==> src/core/ilcl_pkg.sv <==
package ilcl_pkg;
  // Register addresses on the documented control port.
  localparam logic [6:0] ILCL_ADDR_CTRL_ONE = 7'h20;
  localparam logic [6:0] ILCL_ADDR_CTRL_TWO = 7'h21;
  localparam logic [6:0] ILCL_ADDR_CTRL_THREE = 7'h22;
  localparam logic [6:0] ILCL_ADDR_CTRL_FOUR = 7'h2a;
  localparam logic [6:0] ILCL_ADDR_AMP_VOL = 7'h2d;
  // Field positions.
  localparam int ILCL_ENABLE_BIT = 8;
  localparam int ILCL_MODE_BIT = 8;
  localparam int ILCL_ZC_BIT = 1;
  localparam int ILCL_MUTE_BIT = 6;
  localparam int ILCL_FLOOR_LSB = 0;
  localparam int ILCL_CEIL_LSB = 3;
  localparam int ILCL_LEVEL_LSB = 0;
  localparam int ILCL_HOLD_LSB = 4;
  localparam int ILCL_RISE_LSB = 4;
  localparam int ILCL_FALL_LSB = 0;
  // Reset values.
  localparam logic [8:0] ILCL_CTRL_ONE_RST = 9'h038;
  localparam logic [8:0] ILCL_CTRL_TWO_RST = 9'h00b;
  localparam logic [8:0] ILCL_CTRL_THREE_RST = 9'h032;
  localparam logic [8:0] ILCL_CTRL_FOUR_RST = 9'h000;
  localparam logic [5:0] ILCL_VOL_RST = 6'h10;
  // Codes at and above this value are held at the longest interval.
  localparam logic [3:0] ILCL_RATE_CAP = 4'ha;
  // Codes per 6dB floor or ceiling step (0.75dB per code, 0 = -12dB) and
  // the ceiling offset above the floor of the same field code.
  localparam logic [5:0] ILCL_GAIN_PER_6DB = 6'h08;
  localparam logic [5:0] ILCL_CEIL_OFFSET = 6'h07;
  // Base step intervals and the sample period, all in nanoseconds.
  localparam int ILCL_SAMPLE_NS = 22676;
  localparam int ILCL_RISE_NORM_NS = 410000;
  localparam int ILCL_FALL_NORM_NS = 104000;
  localparam int ILCL_RISE_LIM_NS = 90800;
  localparam int ILCL_FALL_LIM_NS = 22700;
  localparam int ILCL_HOLD_NS = 2670000;
  // Base intervals in sample ticks. The division truncates, and the
  // limiter fall base is pinned to one tick so it can never be zero.
  localparam int ILCL_RISE_NORM_T = ILCL_RISE_NORM_NS / ILCL_SAMPLE_NS;
  localparam int ILCL_FALL_NORM_T = ILCL_FALL_NORM_NS / ILCL_SAMPLE_NS;
  localparam int ILCL_RISE_LIM_T = ILCL_RISE_LIM_NS / ILCL_SAMPLE_NS;
  localparam int ILCL_FALL_LIM_T = 1;
  localparam int ILCL_HOLD_T = ILCL_HOLD_NS / ILCL_SAMPLE_NS;
  // Loop states.
  typedef enum logic [1:0] {
    ILCL_IDLE,
    ILCL_HOLD,
    ILCL_RUN
  } ilcl_state_type;
endpackage : ilcl_pkg

==> src/core/ilcl_step_timer.sv <==
`timescale 1ns/10ps
// Counts sample ticks and pulses once when the selected interval elapses.
module ilcl_step_timer
  import ilcl_pkg::*;
#(
  parameter int CNT_W = 20
) (
  input wire logic clk_i,
  input wire logic rst_n_i,
  input wire logic clear_i,
  input wire logic tick_i,
  input wire logic [CNT_W-1:0] base_i,
  input wire logic [3:0] code_i,
  output logic done_o
);
  logic [CNT_W-1:0] count_reg; // Sample ticks since last step.
  logic [CNT_W-1:0] term; // Terminal count for this code.
  logic [3:0] shift; // Code clamped at the cap.

  // Interval doubles per code and is held from the cap upward.
  always_comb begin
    shift = (code_i >= ILCL_RATE_CAP) ? ILCL_RATE_CAP : code_i;
    term = base_i << shift;
  end

  // Counter restarts on clear, so a new direction starts a full interval.
  always_ff @(posedge clk_i or negedge rst_n_i) begin
    if (!rst_n_i) begin
      count_reg <= '0;
      done_o <= 1'b0;
    end else begin
      done_o <= 1'b0;
      if (clear_i) begin
        count_reg <= '0;
      end else if (tick_i) begin
        if (count_reg + 1'b1 >= term) begin
          count_reg <= '0;
          done_o <= 1'b1;
        end else begin
          count_reg <= count_reg + 1'b1;
        end
      end
    end
  end
endmodule : ilcl_step_timer

==> src/core/ilcl_gain_loop.sv <==
`timescale 1ns/10ps
// How it works
// - Control three bit 8 picks limiter mode.
// - Normal rise interval 410us doubling, capped, reset 0011.
// - Normal fall interval 104us doubling, capped, reset 0010.
// - Limiter mode uses faster rise and fall bases.
// - Intervals count sample ticks, not system clocks.
// - Disabling keeps the last loop gain.
// - Limiter lowers gain above threshold, limiter rate.
// - Limiter never raises gain above starting gain.
// - Enabling in limiter captures gain as ceiling.
// - Switch to limiter captures gain as ceiling.
// - Normal mode rises below target, falls above.
// - Loop runs only while enable bit set.
// - Normal rise after peak above target waits selected hold time first.
// - Gain kept at or above floor field.
module ilcl_gain_loop
  import ilcl_pkg::*;
#(
  parameter int CNT_W = 20 // Width of the step and hold counters.
) (
  input wire logic clk_i,
  input wire logic arst_n_i,
  input wire logic wr_en_i, // One-cycle register write strobe.
  input wire logic [6:0] wr_addr_i, // Register address.
  input wire logic [8:0] wr_data_i, // Register write data.
  input wire logic [6:0] rd_addr_i, // Register read address.
  input wire logic sample_tick_i, // One pulse per audio sample.
  input wire logic peak_above_i, // Peak detector says above target.
  input wire logic zero_cross_i, // Signal crossed zero this cycle.
  output logic [8:0] rd_data_o, // Registered read data.
  output logic [5:0] amp_gain_o, // Gain applied to the amplifier.
  output logic amp_mute_o, // Amplifier mute.
  output logic loop_active_o // Loop is controlling the gain.
);
  logic rst_ff1_reg; // Reset synchroniser, first stage.
  logic rst_n; // Synchronised reset used everywhere else.
  logic [8:0] ctrl_one_reg; // Floor, ceiling, enable.
  logic [8:0] ctrl_two_reg; // Target level, hold time.
  logic [8:0] ctrl_three_reg; // Mode, rise and fall rates.
  logic [8:0] ctrl_four_reg; // Zero-cross enable.
  logic [6:0] vol_reg; // Mute and volume as software wrote them.
  logic [5:0] gain_reg; // Gain the amplifier sees.
  logic [5:0] start_gain_reg; // Limiter ceiling.
  logic mode_reg; // Mode seen last cycle, for edge detection.
  ilcl_state_type state_reg; // Idle, hold or run.
  logic [CNT_W-1:0] hold_cnt_reg; // Hold timer in sample ticks.
  logic pend_up_reg; // A step is waiting for a zero crossing.
  logic pend_dn_reg; // A falling step waits for a zero crossing.
  logic enable; // Loop enable bit.
  logic limiter; // Limiter mode selected.
  logic [5:0] floor_gain; // Lowest gain under loop control.
  logic [5:0] ceil_gain; // Highest gain from the ceiling field.
  logic [5:0] top_gain; // Ceiling in force for this mode.
  logic rise_done; // Rise interval elapsed.
  logic fall_done; // Fall interval elapsed.
  logic [CNT_W-1:0] rise_base; // Rise base interval in ticks.
  logic [CNT_W-1:0] fall_base; // Fall base interval in ticks.
  logic [CNT_W-1:0] hold_term; // Hold length in ticks.
  logic [3:0] hold_code; // Hold time field.
  logic step_up; // Raise gain by one code this cycle.
  logic step_dn; // Lower gain by one code this cycle.
  logic dir_change; // Peak rose above target while running.

  // Reset is asserted at once and released through two flip-flops.
  always_ff @(posedge clk_i or negedge arst_n_i) begin
    if (!arst_n_i) begin
      rst_ff1_reg <= 1'b0;
      rst_n <= 1'b0;
    end else begin
      rst_ff1_reg <= 1'b1;
      rst_n <= rst_ff1_reg;
    end
  end

  // Field decode.
  assign enable = ctrl_one_reg[ILCL_ENABLE_BIT];
  assign limiter = ctrl_three_reg[ILCL_MODE_BIT];
  assign hold_code = ctrl_two_reg[ILCL_HOLD_LSB +: 4];

  // Floor and ceiling: 6dB apart per code, ceiling 5.25dB above the floor
  // of the same code, in 0.75dB gain codes.
  assign floor_gain = 6'(ctrl_one_reg[ILCL_FLOOR_LSB +: 3]
      * ILCL_GAIN_PER_6DB);
  assign ceil_gain = 6'(ctrl_one_reg[ILCL_CEIL_LSB +: 3]
      * ILCL_GAIN_PER_6DB) + ILCL_CEIL_OFFSET;
  // In limiter mode the captured start gain is the top as well.
  assign top_gain = (limiter && start_gain_reg < ceil_gain)
      ? start_gain_reg : ceil_gain;

  // Bases chosen by mode; all counted in sample ticks.
  assign rise_base = limiter ? CNT_W'(ILCL_RISE_LIM_T)
      : CNT_W'(ILCL_RISE_NORM_T);
  assign fall_base = limiter ? CNT_W'(ILCL_FALL_LIM_T)
      : CNT_W'(ILCL_FALL_NORM_T);
  // Hold: 0 at code 0, else base doubling, held from the cap.
  assign hold_term = (hold_code == 4'h0) ? '0
      : CNT_W'(ILCL_HOLD_T) << ((hold_code >= ILCL_RATE_CAP)
      ? 4'(ILCL_RATE_CAP - 4'h1) : 4'(hold_code - 4'h1));

  // A change of direction restarts both timers.
  assign dir_change = (state_reg == ILCL_RUN) && peak_above_i;

  ilcl_step_timer #(.CNT_W(CNT_W)) u_rise (
    .clk_i(clk_i),
    .rst_n_i(rst_n),
    .clear_i(state_reg != ILCL_RUN || peak_above_i),
    .tick_i(sample_tick_i),
    .base_i(rise_base),
    .code_i(ctrl_three_reg[ILCL_RISE_LSB +: 4]),
    .done_o(rise_done)
  );

  ilcl_step_timer #(.CNT_W(CNT_W)) u_fall (
    .clk_i(clk_i),
    .rst_n_i(rst_n),
    .clear_i(state_reg == ILCL_IDLE || !peak_above_i),
    .tick_i(sample_tick_i),
    .base_i(fall_base),
    .code_i(ctrl_three_reg[ILCL_FALL_LSB +: 4]),
    .done_o(fall_done)
  );

  // Register writes from the control port; reset values on reset.
  always_ff @(posedge clk_i or negedge rst_n) begin
    if (!rst_n) begin
      ctrl_one_reg <= ILCL_CTRL_ONE_RST;
      ctrl_two_reg <= ILCL_CTRL_TWO_RST;
      ctrl_three_reg <= ILCL_CTRL_THREE_RST;
      ctrl_four_reg <= ILCL_CTRL_FOUR_RST;
      vol_reg <= {1'b1, ILCL_VOL_RST};
    end else if (wr_en_i) begin
      case (wr_addr_i)
        ILCL_ADDR_CTRL_ONE: ctrl_one_reg <= wr_data_i;
        ILCL_ADDR_CTRL_TWO: ctrl_two_reg <= wr_data_i;
        ILCL_ADDR_CTRL_THREE: ctrl_three_reg <= wr_data_i;
        ILCL_ADDR_CTRL_FOUR: ctrl_four_reg <= wr_data_i;
        ILCL_ADDR_AMP_VOL: vol_reg <= wr_data_i[6:0];
        default: ; // Other addresses belong to other blocks.
      endcase
    end
  end

  // Loop state: idle while disabled, hold after the peak was above target in normal mode, run otherwise.
  always_ff @(posedge clk_i or negedge rst_n) begin
    if (!rst_n) begin
      state_reg <= ILCL_IDLE;
      hold_cnt_reg <= '0;
    end else begin
      case (state_reg)
        ILCL_IDLE: begin
          if (enable) begin
            state_reg <= ILCL_RUN;
          end
        end
        ILCL_HOLD: begin
          // Hold only applies in normal mode; limiter skips it.
          // Falling steps go on here while the rise timer stays cleared,
          // so no rise can start before the hold has run out.
          if (!enable) begin
            state_reg <= ILCL_IDLE;
            hold_cnt_reg <= '0;
          end else if (limiter) begin
            state_reg <= ILCL_RUN;
            hold_cnt_reg <= '0;
          end else if (peak_above_i) begin
            hold_cnt_reg <= '0; // Still above target: hold restarts.
          end else if (hold_cnt_reg >= hold_term) begin
            state_reg <= ILCL_RUN;
            hold_cnt_reg <= '0;
          end else if (sample_tick_i) begin
            hold_cnt_reg <= hold_cnt_reg + 1'b1;
          end
        end
        ILCL_RUN: begin
          if (!enable) begin
            state_reg <= ILCL_IDLE;
          end else if (dir_change && !limiter) begin
            state_reg <= ILCL_HOLD; // Re-arm the hold for next drop.
          end
        end
        default: state_reg <= ILCL_IDLE;
      endcase
    end
  end

  // Step requests wait for a zero crossing when that option is on.
  // A step left over from the other direction is dropped, so a late
  // timer pulse can never move the gain against the peak.
  assign step_up = (pend_up_reg || rise_done) && !peak_above_i
      && (!ctrl_four_reg[ILCL_ZC_BIT] || zero_cross_i);
  assign step_dn = (pend_dn_reg || fall_done) && peak_above_i
      && (!ctrl_four_reg[ILCL_ZC_BIT] || zero_cross_i);

  // Pending flags hold a step that arrived before the crossing.
  always_ff @(posedge clk_i or negedge rst_n) begin
    if (!rst_n) begin
      pend_up_reg <= 1'b0;
      pend_dn_reg <= 1'b0;
    end else if (state_reg == ILCL_IDLE) begin
      pend_up_reg <= 1'b0;
      pend_dn_reg <= 1'b0;
    end else begin
      pend_up_reg <= (pend_up_reg || rise_done) && !step_up
          && !peak_above_i;
      pend_dn_reg <= (pend_dn_reg || fall_done) && !step_dn
          && peak_above_i;
    end
  end

  // Gain register. Written volume applies only while the loop is off,
  // and disabling leaves the last loop gain in place.
  always_ff @(posedge clk_i or negedge rst_n) begin
    if (!rst_n) begin
      gain_reg <= ILCL_VOL_RST;
    end else if (wr_en_i && wr_addr_i == ILCL_ADDR_AMP_VOL && !enable) begin
      gain_reg <= wr_data_i[5:0];
    end else if (state_reg != ILCL_IDLE && enable) begin
      if (gain_reg < floor_gain) begin
        gain_reg <= floor_gain;
      end else if (gain_reg > top_gain) begin
        gain_reg <= top_gain;
      end else if (step_dn && gain_reg > floor_gain) begin
        gain_reg <= gain_reg - 6'h01;
      end else if (step_up && gain_reg < top_gain) begin
        gain_reg <= gain_reg + 6'h01;
      end
    end
  end

  // Capture the start gain on enable in limiter mode or on switchover.
  always_ff @(posedge clk_i or negedge rst_n) begin
    if (!rst_n) begin
      start_gain_reg <= '0;
      mode_reg <= 1'b0;
    end else begin
      mode_reg <= limiter;
      if (state_reg == ILCL_IDLE && enable && limiter) begin
        start_gain_reg <= gain_reg;
      end else if (state_reg != ILCL_IDLE && limiter && !mode_reg) begin
        start_gain_reg <= gain_reg;
      end
    end
  end

  // Outputs and read-back; volume reads show the live loop gain.
  always_ff @(posedge clk_i or negedge rst_n) begin
    if (!rst_n) begin
      rd_data_o <= '0;
      amp_gain_o <= ILCL_VOL_RST;
      amp_mute_o <= 1'b1;
      loop_active_o <= 1'b0;
    end else begin
      amp_gain_o <= gain_reg;
      // Mute must be cleared by software before enabling.
      amp_mute_o <= vol_reg[ILCL_MUTE_BIT];
      loop_active_o <= (state_reg != ILCL_IDLE);
      case (rd_addr_i)
        ILCL_ADDR_CTRL_ONE: rd_data_o <= ctrl_one_reg;
        ILCL_ADDR_CTRL_TWO: rd_data_o <= ctrl_two_reg;
        ILCL_ADDR_CTRL_THREE: rd_data_o <= ctrl_three_reg;
        ILCL_ADDR_CTRL_FOUR: rd_data_o <= ctrl_four_reg;
        ILCL_ADDR_AMP_VOL: rd_data_o <= {2'b00, vol_reg[6], gain_reg};
        default: rd_data_o <= '0;
      endcase
    end
  end
endmodule : ilcl_gain_loop

==> config.mk <==
export PLATFORM = sky130hd
export DESIGN_NAME = ilcl_gain_loop
export DESIGN_NICKNAME = d
export VERILOG_FILES = /design/src/core/ilcl_pkg.sv /design/src/core/ilcl_step_timer.sv /design/src/core/ilcl_gain_loop.sv
export SDC_FILE = /design/constraint.sdc
export NUM_CORES = 1
export LEC_CHECK = 0
export BUFFER_PORTS_ARGS = -buffer_cell sky130_fd_sc_hd__clkbuf_2
export CAP_MARGIN = 20
export CORE_AREA = 2 2 141 157
export DETAILED_ROUTE_END_ITERATION = 12
export DIE_AREA = 0 0 143 159
export GPL_TIMING_DRIVEN = 0
export PLACE_DENSITY = 0.67
export SLEW_MARGIN = 30
export SYNTH_ARGS = -nofsm -noshare
export SYNTH_HDL_FRONTEND = slang
export SYNTH_SLANG_ARGS = --single-unit
==> constraint.sdc <==
create_clock -name clk_i -period 5 [get_ports clk_i]
set_input_delay 1 -clock clk_i [delete_from_list [all_inputs] [get_ports clk_i]]
set_output_delay 1 -clock clk_i [all_outputs]
set_load 0.005 [all_outputs]
==> flow_summary_export.csv, run 1 <==
group,metric,value,unit
floorplan,die_y,159,um
timing,relSlewSlack,40.4,%
clock_tree,htreeDepth,4,
pwr,finalPower,3.14,mW
synth,synth_cell_type_count,75,
floorplan,die_w,143,um
timing,clock_skew,0.00763,ns
job,cap_violations,0,
synth,synth.area.mux_share,5.16,%
floorplan,coreArea,0.0211,mm^2
setup_path,crit_type,"flop to flop",
timing,hold_viol,0,
clock_tree,cts_root_buf,"clkbuf_16",
drt,vias_per_cell,5.74,
synth,syn_area,0.00920,mm^2
final_layout,layout_commonest_cell,"nand2_1",
global_routing,grt_overflow,0,
clock_tree,clkSlewWorstSetupHoldPaths,0.06,ns
clock_tree,clkLatencyLatePin,0.43,ns
setup_path,crit_fanout,10,
setup_path,worstSetupStartpointType,"flop",
setup_path,end_kind,"flop",
timing,finalCriticalPeriod,3.98,ns
clock_tree,cts_tree,"built",
drt,drt-total-wl,22.7,mm
drt,num_vias,7792,
synth,synth-edff-count,0,
synth,synth_seq_cells,135,
final_layout,synthToLayoutAreaGrowth,14.0,%
setup_path,r2r_slack,1.02,ns
synth,yosys.area_share.simple,20.4,%
synth,synth_ff_type,"dfrtp_1",
placed_design,io_buffers,44,
global_routing,grt_pass1_wl,38.1,mm
placed_design,placed_cells,1325,
final_layout,fillers,1970,
clock_tree,cts_made_buffers,17,
synth,synth_compound_area_share,18.7,%
timing,min_period_over_period,79.7,%
pwr,vdd_drop_max,0.283,mV
clock_tree,cts_buffer_depth,2,
timing,setup-tns-final,0,ns
outcome,status,"finished clean",
timing,tightest_slew,0.891,ns
final_layout,seqCellArea,0.00340,mm^2
final_layout,multi_input_area,0.00550,mm^2
final_layout,fin_area,0.0105,mm^2
final_layout,drive_gt1_share,15.1,%
timing,setup_viol,0,
drt,postRouteAntennaNets,0,
setup_path,crit_arrival,4.33,ns
global_routing,first_global_vias,7462,
drt,drc,0,
synth,yosys.area_share.adder,11.2,%
clock_tree,cts_sinks,135,
clock_tree,ctsResizeCount,0,
setup_path,slowest_delay,0.55,ns
setup_path,cp_slowest_cell,"o31ai_1",
setup_path,reg2reg_to,"hold_cnt_reg[19]$_DFFE_PN0P_",
final_layout,final_cells,1357,
synth,synth_top_family_by_area,"simple AND/OR/NAND/NOR gates",
drt,drtPass1Iterations,5,
placed_design,globalplace.congestion,0.884,
drt,drt_iter0_drc,517,
placed_design,placed_area,0.00990,mm^2
synth,synth-xor-area-share,3.77,%
clock_tree,cts_hold_buf,0,
floorplan,rows,56,
floorplan,start_util,43.6,%
final_layout,utilization,49.7,%
synth,ys_warn_count,0,
setup_path,worstPathCellList,"inv_1 -> ha_1 -> o31ai_1 -> o21ai_0 -> a21oi_1 -> o22ai_1 -> nand2_1 -> ha_1 -> a21o_1 -> a21o_1 -> a21oi_1 -> o221a_2 -> clkbuf_1 -> nand2_1 -> o21ai_0",
global_routing,grt_max_degree,44,
synth,synthArstFlopShare,100,%
placed_design,dp_hpwl,16.5,mm
synth,avgSynthCellArea,9.40,um^2
floorplan,die_area,0.0227,mm^2
drt,post_drt_wl_per_cell,16.7,um
pwr,p_leak,4.79,nW
timing,slew_viol_final,0,
hold_path,hold_path.class,"flop to asynchronous set/reset pin",
floorplan,num_io_pins,46,
clock_tree,postCtsSetupRepairBufs,0,
final_layout,layout_common_cells,"nand2_1 (125), dfrtp_1 (121), ha_1 (81)",
pwr,powerDensity,300,mW/mm^2
setup_path,ff2ff_path_depth,15,
final_layout,antennaDiodeCount,0,
setup_path,r2r_start,"ctrl_two_reg[4]$_DFFE_PN0P_",
timing,rsz0062_at_grt,"false",
synth,yosysSeqAreaShare,36.9,%
final_layout,nets,1165,
global_routing,antenna_found_initial,0,
timing,clock.fmax,251,MHz
setup_path,required,5.35,ns
synth,syn_inst,979,
global_routing,grtUsageTotal,20.8,%
report_power, final:
part | total, mW | leakage (nW) | switching, mW | internal [mW]
registers | 1.25 | 1.76 | 0.0815 | 1.17
logic | 0.642 | 2.75 | 0.378 | 0.264
clock network | 1.25 | 0.273 | 0.517 | 0.736
stage by stage:
stage / hold slack [ns] / setup slack (ns)
detailed placement: 0.207 / 1.13
CTS: 0.210 / 1.07
floorplan: 0.331 / 0.983
global placement: 0.334 / -0.789
finish: 0.199 / 1.02
global route: 0.222 / 0.670
synth_stat cells, drive strengths merged, types with 4 or more instances:
master / count / area share, %
nand3: 38 / 2.1
a22o: 12 / 1.1
inv: 34 / 1.4
nor2b: 14 / 0.95
dfrtp: 122 / 33
and4: 10 / 0.95
or2: 6 / 0.41
a32o: 17 / 1.8
or3: 4 / 0.27
dfstp: 13 / 3.7
o31ai: 8 / 0.65
nand2: 125 / 5.1
nor2: 53 / 2.2
a21oi: 27 / 1.6
and2: 12 / 0.82
o21a: 5 / 0.41
nand2b: 20 / 1.4
xnor2: 25 / 2.4
o21ai: 47 / 2.6
a222oi: 7 / 0.76
nor4: 4 / 0.44
mux2: 35 / 4.3
a21o: 19 / 1.6
o22ai: 12 / 0.82
mux2i: 8 / 0.87
ha: 81 / 11
a22oi: 15 / 1.2
o211ai: 15 / 1.2
xor2: 12 / 1.1
nor3: 27 / 1.5
nor4b: 4 / 0.61
clkbuf: 38 / 1.9
and3: 13 / 0.90
nand4: 28 / 2.0
a211oi: 9 / 0.79
a32oi: 4 / 0.58
buf: 6 / 0.57
a31oi: 14 / 0.95
cell type report:
cell class | count | share of cell area [%]
clock inverter | 14 | 1.42
tap | 290 | 3.46
multi-input combinational | 775 | 52.4
timing repair buffer | 47 | 2.82
sequential | 135 | 32.4
buffer | 44 | 2.15
clock buffer | 18 | 4.09
inverter | 34 | 1.22
worst max-delay path by stage:
stage | start | to
3_3_place_gp | rst_n$_DFF_PN0_ | u_rise.count_reg[17]$_DFFE_PN0P_
6_report | ctrl_two_reg[4]$_DFFE_PN0P_ | hold_cnt_reg[19]$_DFFE_PN0P_
4_1_cts | ctrl_two_reg[4]$_DFFE_PN0P_ | hold_cnt_reg[19]$_DFFE_PN0P_
5_1_grt | ctrl_two_reg[4]$_DFFE_PN0P_ | hold_cnt_reg[19]$_DFFE_PN0P_
2_1_floorplan | rst_n$_DFF_PN0_ | amp_gain_o[0]$_DFF_PN0_
3_5_place_dp | ctrl_two_reg[4]$_DFFE_PN0P_ | hold_cnt_reg[19]$_DFFE_PN0P_
worst max-delay path, delay by kind of cell (launching register included):
family / cells / cell delay (ns)
flip-flops: 1 / 0.36
AND/OR/NAND/NOR: 2 / 0.29
adder cells (fa/ha/maj): 2 / 0.50
AO/OA/AOI/OAI: 9 / 2.17
buffers and inverters: 2 / 0.56
per-layer routing:
layer	routed length (um)	share of wire (%)	vias up	global-route usage (%)
li1	-	-	3801	-
met1	10100	45	3805	27.6
met2	11200	49	152	34.2
met3	879	3.9	34	3.85
met4	466	2.1	0	6.89
met5	0	0	-	0
cell families (layout without fill, tap and decap cells):
family                   Yosys count  count (layout)
AO/OA/AOI/OAI                    236             236
flip-flops                       135             135
buffers and inverters             78             157
XOR/XNOR                          38              38
AND/OR/NAND/NOR                  366             366
other                              1              10
adder cells (fa/ha/maj)           82              82
multiplexers                      43              43
(Power assumes the default switching activity.)
==> run 2, diff against run 1 <==
--- a/config.mk
+++ b/config.mk
@@ -11,7 +11,7 @@
 export DETAILED_ROUTE_END_ITERATION = 12
 export DIE_AREA = 0 0 143 159
 export GPL_TIMING_DRIVEN = 0
-export PLACE_DENSITY = 0.67
+export PLACE_DENSITY = 0.69
 export SLEW_MARGIN = 30
 export SYNTH_ARGS = -nofsm -noshare
 export SYNTH_HDL_FRONTEND = slang
==> constraint.sdc (replaced) <==
create_clock -name clk_i -period 3.48 [get_ports clk_i]
set_input_delay 0.696 -clock clk_i [delete_from_list [all_inputs] [get_ports clk_i]]
set_output_delay 0.696 -clock clk_i [all_outputs]
set_load 0.005 [all_outputs]
==> run 2 against run 1 <==
Effect of this change:
- the run now ends with setup timing left
- sequential cell count did not move
- final cell count is 0.96% higher
- non-clock buffer count is 13 higher
- critical path depth down 2
- first-iteration DRC count up 3.9%
- combinational power is 68% higher
- setup slack lost 1.0 ns
- register-to-register slack worse by 1.0 ns
- hold slack got worse by 0.16 ns
- critical endpoint is now gain_reg[5]$_DFFE_PN0P_
- highest routed layer unchanged
==> flow_summary_export.csv, run 2 (synthesized netlist as in run 1, its figures left out) <==
group,metric,value,unit
timing,slew_viol_final,0,
outcome,status,"finished, violations left",
placed_design,placed_cells,1325,
final_layout,drive_gt1_share,20.0,%
timing,setup_viol,3,
drt,drt-total-wl,22.8,mm
clock_tree,cts_sinks,135,
setup_path,crit_fanout,5,
clock_tree,cts_root_buf,"clkbuf_16",
global_routing,grt_max_degree,43,
placed_design,dp_hpwl,16.4,mm
drt,drtPass1Iterations,5,
drt,drc,0,
final_layout,fin_area,0.0108,mm^2
clock_tree,htreeDepth,4,
drt,post_drt_wl_per_cell,16.7,um
global_routing,grt_overflow,0,
timing,holdWs,0.0388,ns
timing,setup_ws,-0.0171,ns
drt,drt_iter0_drc,537,
final_layout,utilization,51.3,%
pwr,vdd_drop_max,0.375,mV
setup_path,required,3.78,ns
setup_path,crit_arrival,3.80,ns
final_layout,layout_common_cells,"nand2_1 (123), dfrtp_1 (119), ha_1 (79)",
floorplan,die_w,143,um
setup_path,critPathCapture,"gain_reg[5]$_DFFE_PN0P_",
global_routing,first_global_vias,7545,
pwr,finalPower,4.57,mW
global_routing,antenna_found_initial,0,
drt,postRouteAntennaNets,0,
pwr,power.share.clock,36.7,%
hold_path,hold_path.class,"primary input to asynchronous set/reset pin",
floorplan,start_util,43.6,%
pwr,p_leak,4.91,nW
setup_path,r2r_start,"ctrl_one_reg[3]$_DFFE_PN1P_",
timing,relSlewSlack,48.4,%
setup_path,crit_type,"flop to flop",
floorplan,num_io_pins,46,
final_layout,final_cells,1370,
final_layout,antennaDiodeCount,0,
clock_tree,cts_buffer_depth,2,
drt,num_vias,7811,
timing,setup-tns-final,-0.0499,ns
floorplan,die_area,0.0227,mm^2
timing,min_period_over_period,100,%
timing,clock_skew,0.00964,ns
timing,tightest_slew,0.772,ns
pwr,combPwrFrac,23.7,%
final_layout,nets,1178,
setup_path,reg2reg_to,"gain_reg[5]$_DFFE_PN0P_",
job,cap_violations,0,
setup_path,critPathLaunch,"ctrl_one_reg[3]$_DFFE_PN1P_",
timing,hold_viol,0,
outcome,violations,"setup timing",
drt,vias_per_cell,5.70,
placed_design,io_buffers,44,
pwr,powerDensity,422,mW/mm^2
timing,clock.fmax,286,MHz
pwr,switchingPower,1.47,mW
placed_design,placed_area,0.00989,mm^2
setup_path,worstSetupStartpointType,"flop",
clock_tree,cts_made_buffers,17,
clock_tree,cts_hold_buf,0,
floorplan,coreArea,0.0211,mm^2
timing,rsz0062_at_grt,"true",
floorplan,rows,56,
placed_design,globalplace.congestion,0.896,
pwr,swShare,32.2,%
setup_path,ff2ff_path_depth,13,
pwr,seq_power_share,39.6,%
clock_tree,cts_tree,"built",
global_routing,grtUsageTotal,20.7,%
timing,finalCriticalPeriod,3.50,ns
final_layout,layout_commonest_cell,"nand2_1",
clock_tree,clkSlewWorstSetupHoldPaths,0.07,ns
final_layout,synthToLayoutAreaGrowth,17.7,%
placed_design,pre_cts_slack,-0.367,ns
global_routing,grt_pass1_wl,38.1,mm
pwr,p_int,3.10,mW
setup_path,r2r_slack,-0.02,ns
floorplan,die_y,159,um
setup_path,end_kind,"flop",
clock_tree,clkLatencyLatePin,0.43,ns
-- run 2: worst max-delay path, stage by stage, from the launching register on --
cell,delay [ns]
dfstp_2,0.56
inv_2,0.06
ha_4,0.25
nand4_1,0.12
a32oi_4,0.34
mux2i_2,0.29
ha_1,0.29
a211oi_2,0.29
nor2_4,0.09
o32a_4,0.33
o311ai_4,0.36
buf_4,0.21
a21bo_2,0.13
o22ai_1,0.05
-- run 2: area by class of cell --
type	count	area [um^2]
sequential	135	3400
clock inverter	13	97.6
multi-input combinational	775	5750
clock buffer	19	443
inverter	34	128
buffer	41	243
tap	290	363
timing repair buffer	63	404
fill	1906	10300
-- run 2: power groups by stage --
stage | clock network (mW) | registers (mW) | logic [mW]
2_1_floorplan | 0 | 1.80 | 0.664
3_3_place_gp | 0 | 1.85 | 0.852
3_5_place_dp | 0 | 1.82 | 0.907
4_1_cts | 1.71 | 1.80 | 0.958
5_1_grt | 1.77 | 1.82 | 1.21
6_report | 1.68 | 1.81 | 1.08
-- run 2: how the worst min path moves through the flow --
stage                     startpoint                      end  slack, ns  cells past startpoint
2_1_floorplan  rst_ff1_reg$_DFF_PN0_          rst_n$_DFF_PN0_       0.33                      0
3_3_place_gp   rst_ff1_reg$_DFF_PN0_          rst_n$_DFF_PN0_       0.34                      0
3_5_place_dp         rst_n$_DFF_PN0_  amp_gain_o[2]$_DFF_PN0_       0.19                      0
4_1_cts                     arst_n_i          rst_n$_DFF_PN0_       0.03                      1
5_1_grt                     arst_n_i          rst_n$_DFF_PN0_       0.04                      1
6_report                    arst_n_i          rst_n$_DFF_PN0_       0.04                      1
-- run 2: per-layer routing --
metal  share of wire, %  track usage (%)  up-vias
met4                2.2             7.61        0
met2                 50             34.0      153
li1                   -                -     3821
met5                  0                0        -
met3                3.2             2.80       35
met1                 45             27.7     3802
-- run 2: timing repair --
action | in CTS | in global routing
cloned | 0 | 1
setup endpoints to repair | 44 | 56
gates resized for setup | 20 | 57
pin swaps | 5 | 15
buffers inserted | 5 | 10
==> run 3, diff against run 2 <==
--- a/config.mk
+++ b/config.mk
@@ -16,3 +16,4 @@
 export SYNTH_ARGS = -nofsm -noshare
 export SYNTH_HDL_FRONTEND = slang
 export SYNTH_SLANG_ARGS = --single-unit
+export TNS_END_PERCENT = 50
==> run 3 against run 2 <==
Effect of this change:
- sequential share of layout area is essentially flat
- final cell count did not move
- core utilization about the same
- setup slack lost 0.063 ns
- global-route usage is essentially flat
- the flow still finishes with violations (setup timing)
- highest routed layer unchanged
- hold slack hardly changed
- die area stayed put
- combinational power barely moved
- largest cell class unchanged
- sequential cell count did not move
- via count shrank 0.29%
==> flow_summary_export.csv, run 3 (synthesized netlist as in run 1, its figures left out) <==
group,metric,value,unit
outcome,status,"finished, violations left",
outcome,violations,"setup timing",
timing,slew_viol_final,0,
setup_path,reg2reg_to,"gain_reg[5]$_DFFE_PN0P_",
timing,hold_viol,0,
global_routing,grt_use_met1,27.7,%
pwr,finalPower,4.58,mW
drt,drt_iter0_drc,550,
timing,clock.fmax,281,MHz
clock_tree,cts_sinks,135,
global_routing,met3_usage,2.80,%
placed_design,io_buffers,44,
global_routing,first_global_vias,7525,
global_routing,antenna_found_initial,0,
final_layout,synthToLayoutAreaGrowth,17.6,%
placed_design,dp_hpwl,16.4,mm
pwr,vdd_drop_max,0.375,mV
drt,postRouteAntennaNets,0,
timing,relSlewSlack,45.9,%
clock_tree,clkSlewWorstSetupHoldPaths,0.06,ns
timing,min_period_over_period,102,%
final_layout,layout_common_cells,"nand2_1 (123), dfrtp_1 (119), ha_1 (77)",
drt,vias_per_cell,5.68,
floorplan,die_area,0.0227,mm^2
setup_path,crit_arrival,3.86,ns
global_routing,grt.met2_usage,33.9,%
placed_design,pre_cts_slack,-0.367,ns
global_routing,busiest_layer,"met2",
drt,drc,0,
global_routing,grt_pass1_wl,38.0,mm
setup_path,end_kind,"flop",
setup_path,slowest_delay,0.56,ns
global_routing,grtUsageTotal,20.6,%
final_layout,fillers,1909,
setup_path,worstSetupStartpointType,"flop",
timing,setup_viol,6,
clock_tree,cts_made_buffers,17,
setup_path,cp_slowest_cell,"dfstp_2",
setup_path,r2r_start,"ctrl_one_reg[4]$_DFFE_PN1P_",
timing,tightest_slew,0.808,ns
hold_path,hold_path.class,"primary input to asynchronous set/reset pin",
floorplan,rows,56,
global_routing,grt_overflow,0,
placed_design,globalplace.congestion,0.896,
floorplan,coreArea,0.0211,mm^2
drt,drtPass1Iterations,5,
clock_tree,cts_tree,"built",
job,cap_violations,0,
pwr,powerDensity,424,mW/mm^2
clock_tree,clkLatencyLatePin,0.43,ns
timing,setup_ws,-0.0806,ns
timing,rsz0062_at_grt,"true",
final_layout,layout_commonest_cell,"nand2_1",
final_layout,antennaDiodeCount,0,
floorplan,die_y,159,um
drt,post_drt_wl_per_cell,16.7,um
final_layout,nets,1178,
drt,num_vias,7788,
setup_path,crit_fanout,5,
floorplan,die_w,143,um
timing,clock_skew,0.00884,ns
final_layout,drive_gt1_share,20.1,%
clock_tree,htreeDepth,4,
floorplan,start_util,43.6,%
final_layout,utilization,51.3,%
timing,finalCriticalPeriod,3.56,ns
timing,setup-tns-final,-0.320,ns
clock_tree,cts_buffer_depth,2,
setup_path,worstPathCellList,"inv_2 -> ha_2 -> o21ai_2 -> a32oi_4 -> mux2i_2 -> ha_1 -> a211oi_2 -> nor2_4 -> o32a_4 -> o311ai_4 -> buf_4 -> a21bo_2 -> o22ai_1",
setup_path,ff2ff_path_depth,13,
floorplan,num_io_pins,46,
pwr,p_leak,4.90,nW
clock_tree,cts_hold_buf,0,
global_routing,grt_max_degree,43,
setup_path,crit_type,"flop to flop",
clock_tree,cts_root_buf,"clkbuf_16",
drt,drt-total-wl,22.8,mm
setup_path,required,3.78,ns
setup_path,r2r_slack,-0.08,ns
==> run 3: cell types whose count changed in the layout (fill, tap and decap cells not counted), moves of 2 or more <==
cell	before	now
ha_1	79	77
ha_2	1	3
inv_1	32	30
inv_2	2	4
==> run 3: cell type report <==
class                      instances  area [um^2]  share of cell area (%)
clock buffer                      19          443                    4.09
buffer                            41          243                    2.24
multi-input combinational        775         5740                    53.0
clock inverter                    13         97.6                   0.902
tap                              290          363                    3.35
timing repair buffer              63          408                    3.77
inverter                          34          128                    1.18
sequential                       135         3400                    31.4
==> run 3: worst max-delay path by stage <==
stage,startpoint,to,slack (ns),cells after the start
floorplan,ctrl_one_reg[3]$_DFFE_PN1P_,gain_reg[3]$_DFFE_PN0P_,0.23,12
global placement,ctrl_two_reg[4]$_DFFE_PN0P_,hold_cnt_reg[4]$_DFFE_PN0P_,-0.38,15
detailed placement,ctrl_two_reg[4]$_DFFE_PN0P_,hold_cnt_reg[5]$_DFFE_PN0P_,-0.37,16
CTS,ctrl_one_reg[4]$_DFFE_PN1P_,gain_reg[2]$_DFFE_PN0P_,-0.01,13
global route,ctrl_one_reg[4]$_DFFE_PN1P_,gain_reg[5]$_DFFE_PN0P_,-0.21,13
finish,ctrl_one_reg[4]$_DFFE_PN1P_,gain_reg[5]$_DFFE_PN0P_,-0.08,13
==> run 3: what timing repair did <==
item	4_1_cts	5_1_grt
endpoints found under the setup margin	44	56
gates cloned	0	1
pin swaps	8	22
resized for setup	21	59
buffers inserted	2	13
==> run 3: critical path: cells and delay by family (launching register included) <==
family / cells / cell delay (ns)
adders and majority gates: 2 / 0.60
DFF: 1 / 0.56
buffers and inverters: 2 / 0.25
muxes: 1 / 0.29
AOI/OAI and AO/OA: 7 / 1.62
and+or+nand+nor: 1 / 0.11
==> run 3: where the power goes <==
group / switching [mW] / internal, mW
clock network: 0.741 / 0.935
logic: 0.604 / 0.493
registers: 0.129 / 1.68
total: 1.47 / 3.11
==> run 3: per-layer routing <==
metal	wire length (um)	vias to the layer above	share of wire, %
met5	0	-	0
met4	470	0	2.1
met3	717	30	3.1
met2	11400	153	50
met1	10300	3785	45
li1	-	3820	-
==> run 3: stage by stage <==
stage	instances	hold slack, ns	instance area, um^2
after floorplan	988	0.331	9230
after global placement	1322	0.339	9820
after detailed placement	1325	0.191	9890
after CTS	1359	0.0287	10500
after global routing	1370	0.0357	10800
final	1370	0.0385	10800
